--- config.mk ---
export PLATFORM = sky130hd
export DESIGN_NAME = power_down_idle_control
export DESIGN_NICKNAME = d
export VERILOG_FILES = /design/src/pwd_pkg.sv /design/src/pwd_if.sv /design/src/clk_divider.sv /design/src/power_down_idle_control.sv
export VERILOG_INCLUDE_DIRS = /design/src /design/src/src
export SDC_FILE = /design/constraint.sdc
export NUM_CORES = 1
export LEC_CHECK = 0
export BUFFER_PORTS_ARGS = -buffer_cell sky130_fd_sc_hd__buf_2
export CORE_ASPECT_RATIO = 1.4
export CORE_UTILIZATION = 51
export DETAILED_ROUTE_END_ITERATION = 10
export PLACE_DENSITY_LB_ADDON = 0.05
export SYNTH_ARGS = -nofsm -noshare
export SYNTH_HDL_FRONTEND = slang
export SYNTH_SLANG_ARGS = --single-unit
--- constraint.sdc ---
create_clock -name sys_clk -period 2 [get_ports sys_clk]
set_clock_uncertainty 0.05 [all_clocks]
set_input_delay 0.2 -clock sys_clk [delete_from_list [all_inputs] [get_ports sys_clk]]
set_output_delay 0.2 -clock sys_clk [all_outputs]
set_load 0.1 [all_outputs]
--- src/pwd_params.svh ---
// Offsets, field positions, reset values and timing counts of the power-down controller
`ifndef PWD_PARAMS_SVH
`define PWD_PARAMS_SVH
`define PWD_CTRL_ADDR      14'h3fef
`define PWD_BIT_XTAL       15
`define PWD_BIT_FLAG       14
`define PWD_BIT_ENA        13
`define PWD_BIT_PUCR       12
`define PWD_CTRL_RESET     16'h0000
`define PWD_EXTERNAL_INTERRUPT_TWO_VECTOR    14'h0004
`define PWD_RESET_VECTOR   14'h0000
`define PWD_STACK_STATUS_REG_CLEAN    8'h55
`define PWD_SETTLE_CYCLES  4096
`define PWD_CLK_PERIOD_NS  10
`endif

--- src/pwd_pkg.sv ---
// Types shared by the power-down controller
package pwd_pkg;
	typedef enum logic [1:0] {
		DIV_16,
		DIV_32,
		DIV_64,
		DIV_128
	} idle_div_e;
	typedef logic [7:0] divcnt_t;
endpackage : pwd_pkg

--- src/pwd_if.sv ---
// Interface carrying the clock divider request and its enables
`timescale 1ns/1ns
interface clkdiv_if;
	logic        active;   // Divide while high
	logic [7:0]  divisor;  // Divide ratio minus one
	logic        tick;     // One-cycle enable of the slow clock
	modport ctrl (output active, output divisor, input tick);
	modport div  (input active, input divisor, output tick);
endinterface : clkdiv_if

--- src/clk_divider.sv ---
// Clock-enable divider used in divided-clock idle
`timescale 1ns/1ns
module clk_divider (
	// Clock and reset
	input  wire logic sys_clk,
	input  wire logic rst_n,
	// Divider control
	clkdiv_if.div     dv
);
	import pwd_pkg::*;
	// Count of input clocks, held at zero while not dividing
	divcnt_t cnt_r;
	divcnt_t cnt_nxt;
	logic    tick_r;
	assign cnt_nxt = (!dv.active || cnt_r == dv.divisor) ? 8'h00 : cnt_r + 8'h01;
	// Tick every cycle when not dividing, else once per divisor plus one cycles
	always_ff @(posedge sys_clk) begin
		if (!rst_n) begin
			cnt_r  <= 8'h00;
			tick_r <= 1'b1;
		end else begin
			cnt_r  <= cnt_nxt;
			tick_r <= !dv.active || (cnt_r == dv.divisor);
		end
	end
	assign dv.tick = tick_r;
endmodule : clk_divider

--- src/power_down_idle_control.sv ---
// Power-down and low-power idle controller of the processor core
`timescale 1ns/1ns
`include "pwd_params.svh"
module power_down_idle_control #(
	parameter int SETTLE_CYCLES = `PWD_SETTLE_CYCLES  // Settling count after wake
) (
	// Clock and reset
	input  wire logic              sys_clk,
	input  wire logic              rst_n,
	// Data memory register port
	input  wire logic [13:0]       dm_addr,
	input  wire logic              dm_wr,
	input  wire logic [15:0]       dm_wdata,
	output logic [15:0]            dm_rdata,
	// Core interrupt and instruction events
	input  wire logic              ext_int_two_pin,
	input  wire logic              int_force_two,
	input  wire logic              int_pending,
	input  wire logic              ack_vector,
	input  wire logic              exec_halt,
	input  wire logic              exec_halt_div,
	input  wire pwd_pkg::idle_div_e halt_div,
	input  wire logic              exec_rti,
	// Wake flag pin
	input  wire logic              wake_flag_pin,
	// Core control outputs
	output logic                   int_two_req,
	output logic [13:0]            vector_addr,
	output logic                   vector_load,
	output logic                   core_clk_en,
	output logic                   context_clear,
	output logic [7:0]             stack_status_reg_load,
	output logic                   core_waiting,
	// Divided clocks and pins
	output logic                   periph_clk_en,
	output logic                   power_down_ack_out,
	output logic                   xtal_off
);
	import pwd_pkg::*;

	// ********************************
	// Constants and checks
	// ********************************
	localparam int SETTLE_W = $clog2(SETTLE_CYCLES + 1);
	// Refuse a settling count the countdown cannot hold
	if (SETTLE_CYCLES < 1) begin : g_bad_settle
		$error("SETTLE_CYCLES must be at least one");
	end

	// Divisor minus one for each idle ratio
	function automatic logic [7:0] div_ratio(input idle_div_e d);
		unique case (d)
			DIV_16:  div_ratio = 8'h0f;
			DIV_32:  div_ratio = 8'h1f;
			DIV_64:  div_ratio = 8'h3f;
			DIV_128: div_ratio = 8'h7f;
		endcase
	endfunction : div_ratio

	// ********************************
	// Pin synchronisers
	// ********************************
	logic wf_s1_r, wf_s2_r, wf_d_r;    // Wake flag chain and edge history
	logic ir_s1_r, ir_s2_r;            // Interrupt two pin chain
	always_ff @(posedge sys_clk) begin
		if (!rst_n) begin
			{wf_s1_r, wf_s2_r, wf_d_r, ir_s1_r, ir_s2_r} <= 5'h00;
		end else begin
			wf_s1_r <= wake_flag_pin;
			wf_s2_r <= wf_s1_r;
			wf_d_r  <= wf_s2_r;
			ir_s1_r <= ext_int_two_pin;
			ir_s2_r <= ir_s1_r;
		end
	end

	// ********************************
	// Control register
	// ********************************
	logic xtal_r, ena_r, pucr_r;      // Writable control bits
	logic [11:0] low_r;               // Autobuffer field, stored only
	wire  reg_hit = dm_wr && (dm_addr == `PWD_CTRL_ADDR);
	wire  flag_bit = ena_r && wf_s2_r;
	always_ff @(posedge sys_clk) begin
		if (!rst_n) begin
			{xtal_r, ena_r, pucr_r, low_r} <= 15'h0000;
		end else if (reg_hit) begin
			xtal_r <= dm_wdata[`PWD_BIT_XTAL];
			ena_r  <= dm_wdata[`PWD_BIT_ENA];
			pucr_r <= dm_wdata[`PWD_BIT_PUCR];
			low_r  <= dm_wdata[11:0];
		end
	end
	wire [15:0] rd_word = (dm_addr == `PWD_CTRL_ADDR) ?
		{xtal_r, flag_bit, ena_r, pucr_r, low_r} : 16'h0000;
	always_ff @(posedge sys_clk) begin
		if (!rst_n) begin
			dm_rdata <= `PWD_CTRL_RESET;
		end else begin
			dm_rdata <= rd_word;
		end
	end

	// ********************************
	// Sequencer
	// ********************************
	typedef enum logic [2:0] {RUN, IN_ISR, IDLE_STD, IDLE_DIV, POWERED, SETTLE} st_e;
	st_e st_r, st_nxt;
	logic [SETTLE_W-1:0] settle_r;   // Settling countdown
	logic                pd_isr_r;   // Interrupt two routine is a power-down one

	wire irq_two  = ir_s2_r || int_force_two;
	wire wake_edge = ena_r && wf_s2_r && !wf_d_r;
	clkdiv_if dv();

	always_comb begin
		st_nxt = st_r;
		unique case (st_r)
			RUN, IN_ISR: begin
				// Halt in enabled routine powers down
				if (exec_halt && st_r == IN_ISR && pd_isr_r) st_nxt = POWERED;
				else if (exec_halt) st_nxt = IDLE_STD;
				else if (exec_halt_div) st_nxt = IDLE_DIV;
				else if (exec_rti && st_r == IN_ISR) st_nxt = RUN;
				else if (ack_vector) st_nxt = IN_ISR;
			end
			IDLE_STD: if (int_pending) st_nxt = pd_isr_r ? IN_ISR : RUN;
			// Leave divided idle on slow tick
			IDLE_DIV: if (int_pending && dv.tick) st_nxt = pd_isr_r ? IN_ISR : RUN;
			POWERED:  if (wake_edge) st_nxt = SETTLE;
			SETTLE:   if (settle_r == SETTLE_W'(1)) st_nxt = pucr_r ? RUN : IN_ISR;
		endcase
	end

	always_ff @(posedge sys_clk) begin
		if (!rst_n) begin
			st_r     <= RUN;
			settle_r <= '0;
			pd_isr_r <= 1'b0;
		end else begin
			st_r     <= st_nxt;
			settle_r <= (st_r == POWERED) ? SETTLE_W'(SETTLE_CYCLES) :
				(settle_r != '0 ? settle_r - SETTLE_W'(1) : settle_r);
			// Enable sampled when interrupt two is vectored
			if (ack_vector && irq_two && st_r == RUN) pd_isr_r <= ena_r;
			else if (exec_rti || (st_r == SETTLE && st_nxt != SETTLE && pucr_r)) pd_isr_r <= 1'b0;
		end
	end

	// ********************************
	// Divider and outputs
	// ********************************
	// Divisor from instruction
	assign dv.active  = (st_r == IDLE_DIV);
	assign dv.divisor = div_ratio(halt_div);
	clk_divider u_div (
		.sys_clk (sys_clk),
		.rst_n   (rst_n),
		.dv      (dv)
	);

	wire wake_done = (st_r == SETTLE) && (st_nxt != SETTLE);
	always_ff @(posedge sys_clk) begin
		if (!rst_n) begin
			int_two_req        <= 1'b0;
			vector_addr        <= `PWD_RESET_VECTOR;
			vector_load        <= 1'b0;
			core_clk_en        <= 1'b1;
			context_clear      <= 1'b0;
			stack_status_reg_load         <= 8'h00;
			core_waiting       <= 1'b0;
			periph_clk_en      <= 1'b1;
			power_down_ack_out <= 1'b0;
			xtal_off           <= 1'b0;
		end else begin
			int_two_req   <= irq_two;
			// Vector to interrupt two, or zero on clean wake
			vector_load   <= (ack_vector && irq_two && (st_r == RUN)) || (wake_done && pucr_r);
			vector_addr   <= (wake_done && pucr_r) ? `PWD_RESET_VECTOR : `PWD_EXTERNAL_INTERRUPT_TWO_VECTOR;
			context_clear <= wake_done && pucr_r;
			stack_status_reg_load    <= `PWD_STACK_STATUS_REG_CLEAN;
			// Core clock gated until settled, runs freely in routine
			core_clk_en   <= (st_nxt != POWERED) && (st_nxt != SETTLE);
			core_waiting  <= (st_nxt == IDLE_STD) || (st_nxt == IDLE_DIV);
			periph_clk_en <= dv.tick && (st_nxt != POWERED) && (st_nxt != SETTLE);
			// Acknowledge in power-down, low when disabled
			power_down_ack_out <= ena_r && (st_nxt == POWERED);
			xtal_off      <= xtal_r && (st_nxt == POWERED);
		end
	end
endmodule : power_down_idle_control

==> metrics list <==
- Outcome: completed
- Startpoint-to-endpoint class of the critical path: reg -> reg
- Cells after synthesis: 300
- Clock slew at reported path FFs: 70 ps
- Number of design-rule violations left by the first detailed-router iteration: 58
* Hold violation count in the final report: 0
- Of the total power, the clock network draws between 20 and 30%.
- Total detailed-routing wirelength: ~5.5 mm
- Clock tree synthesis inserted a total of 9 buffers.
* # port buffers: 70
- The number of antenna diodes in the final layout is 0.
- Hold path depth: 2
- Distinct cells, synth: 53
- Setup repair after global routing left no endpoint under its margin.
- Type of element launching the critical path: register
- Yosys reg bits: slightly above 70
* Switching power: approximately 0.0014 W
* Synth async-reset ratio: 0%
- In this run switching power makes up 34.31% of total power.
- Pins over their slew limit: 0
* End point of the worst hold path: ir_s1_r
* Mean number of vias per cell: between 4 and 5
* Least-Margin Pin Slew: a little over 600 ps
* Routed len/inst: between 10 and 15 um
- # DRC: 0
- The total area inside the core boundary comes to ~5500 um^2.
- Crit Reg-Reg Startpoint: settle_r[2]
* Headroom to the max-slew limit: between 50 and 60%
- The path class of the tightest hold or removal check is in -> reg.
- Register-to-Register Setup Slack: between 200 and 250 ps
* Maximum root-to-sink buffer count: 2
- The die is 91.71 um tall.
* Largest net degree at the start of global routing: 16
- The routed layout has around 2300 vias.
* Fraction of final layout cells with drive strength greater than 1: 28.13%
* Number of top-level design ports: slightly below 90
* Total Power: approximately 0.0040 W
- Main area contributors after synthesis: dfxtp_1, nor2_1, buf_4, mux2i_1, and3_1
- Final net count: ~430
* Areal power density over the cells: approximately 1100 nW/um^2
- STA classifies the critical path endpoint as a register.
* TritonCTS clock tree: done
- The detailed router put a total of roughly 2.3 mm of wire on met1.
- CTS placed an instance of clkbuf_8 at the clock tree root.
* Die Span X: between 60 and 70 um
* Largest voltage drop on the vdd net: 0.4895 mV
- Placement Setup Slack: about 170 ps
* Vias in the first global route: 2153
* Latest clock arrival within the worst-skew pair: 340 ps
- Post-synth top area share: around 50%
- Cell types with the highest counts after synthesis: dfxtp_1, nor2_1, buf_4
* P&R area growth vs syn: 20.19%
* Max-Cap Viols: 0
- Met2 Wirelength: between 2 and 3 mm
- Setup violations remaining at the end of the flow were counted as 0.
* Endpoint arrival time on the critical path: approximately 2000 ps
- Top routing layer used: met4
- Global routing used roughly 20% of the available tracks.
- Sequential-to-total area share from yosys stat: 49.17%
- Derived from the worst setup path, the maximum achievable clock frequency is approximately 570 MHz.
* First-pass DRT Iterations: 4
* Share of the clock period used by the worst path after layout: slightly below 90%
- Cell Rows: 32
* Portion of total power attributed to sequential cells: between 40% and 50%
- CTS built an H-tree with a depth of 3.
* End of the worst register-to-register path: settle_r[12]
- First-pass GRT wire length: between 9 and 10 mm
- Area enclosed by the die boundary: between 6000 and 7000 um^2
- Total negative slack for setup checks: 0 ps
- Antenna Nets Post-Route: 0
- The synthesized design contains 0 enable-type register cells.
- At the worst endpoint, the required time is between 2000 and 2500 ps.
- Per report_power, the combinational group accounts for 29.8% of the total.
- Internal portion of total power: around 0.0026 W
- Clock tree synthesis found a total of just over 70 sinks.
* Worst-path fanout max: 6
- Post-cts hold buffer count: 0
- Most common cell in the netlist: dfxtp_1
- The number of antenna violations at the first check in global routing was 0.
* Grt ovf: 0
- A synthesized cell averages a little under 10 um^2.
- Total half-perimeter wirelength after legalization and detailed placement: ~4 mm
- Weighted congestion reported at the end of routability-driven placement: ~0.80
* Syn Std Cell Area: ~2900 um^2
- The number of gates resized after CTS was 0.
- Static leakage: ~1.7 nW
- The worst register-to-register path has a depth of 5.
- Cell type with the highest aggregate area in the netlist: dfxtp_1
* Min cycle time layout: about 1800 ps
* Top_reg_cell synth: dfxtp_1
- Met3 wirelength from detailed routing: around 140 um
- Once the floorplan was initialized, standard cells occupied between 50% and 60% of the core.
- Total setup buffers inserted after CTS: 0
* Startpoint of the worst hold path: ext_int_two_pin
- Warnings, synthesis: 0
- Setup slack closes at 231.5 ps.
==> through the flow <==
step	util [%]	hold slack, ps	cells	instance area [um^2]
floorplan	-	177.7	316	2992
global placement	60.21	357.3	436	3327
detailed placement	60.21	361.0	436	3327
CTS	63.77	3.586	452	3523
global route	63.77	7.242	452	3523
finish	63.77	18.83	452	3523
==> power groups by stage <==
stage	Clock [W]	Sequential (W)	Combinational, W
after global placement	0	0.00171	0.00118
after floorplan	0	0.00173	0.000931
after detailed placement	0	0.00171	0.00120
after global routing	0.00122	0.00170	0.00132
after CTS	0.00116	0.00168	0.00120
final	0.00112	0.00168	0.00119
==> worst max-delay path, cell delays in order, from the launching register on <==
cell     delay [ps]
dfxtp_1         350
or3_4           440
nor4_2          260
nand3_1         130
and2_0          170
o31a_1          260
==> worst max-delay path by stage <==
stage                            from  cells past startpoint      endpoint  slack (ps)
after floorplan           settle_r[2]                      5  settle_r[12]         320
after global placement     ack_vector                      7   vector_load         220
after detailed placement   ack_vector                      7      pd_isr_r         170
after CTS                 settle_r[5]                      6      pd_isr_r         210
after global routing      settle_r[5]                      6      pd_isr_r           4
final                     settle_r[2]                      5  settle_r[12]         230
==> cell usage in the layout, fill, tap and decap left out, drive strengths merged, types with 5 or more instances in the layout <==
cell	instances
clkbuf	10
nand4	5
nand2	9
nor2	48
mux2i	15
and3	17
xor2	12
conb	17
and2	11
buf	82
dfxtp	72
nor3	5
nand3	12
inv	6
o31ai	5
==> sequential cells by signal, indices dropped and copies added (netlist names), 3 cells and up <==
name / cells
dm_rdata: 16
settle_r: 13
st_r: 3
u_div.cnt_r: 8
low_r: 12
==> routing by layer <==
metal,track usage [%],vias to the layer above
li1,-,1160
met1,20.49,1043
met2,36.05,41
met3,3.980,11
met4,12.06,0
met5,0,-
==> final cells by class <==
type                    instances  area, um^2
clock buffers                  10       127.6
clock inverters                 6       68.82
fillers                       494        2002
inverters                       5       18.77
multi-input cells             209        1341
flip-flops and latches         72        1441
well taps                      68       85.08
repair buffers                 82       440.4
==> cell families (layout without fill, tap and decap cells) <==
| logic type | count (synthesis) | in the layout | share of synthesized area (%) |
|---|---|---|---|
| other | 1 | 17 | 0.1279 |
| buffers and inverters | 35 | 103 | 7.128 |
| AO/OA/AOI/OAI | 26 | 26 | 6.701 |
| AND/OR/NAND/NOR | 132 | 132 | 25.57 |
| XOR/XNOR | 15 | 15 | 4.482 |
| flip-flops | 72 | 72 | 49.17 |
| multiplexers | 15 | 15 | 5.122 |
| adder cells (fa/ha/maj) | 4 | 4 | 1.707 |
Power figures use the tool's default switching activity.
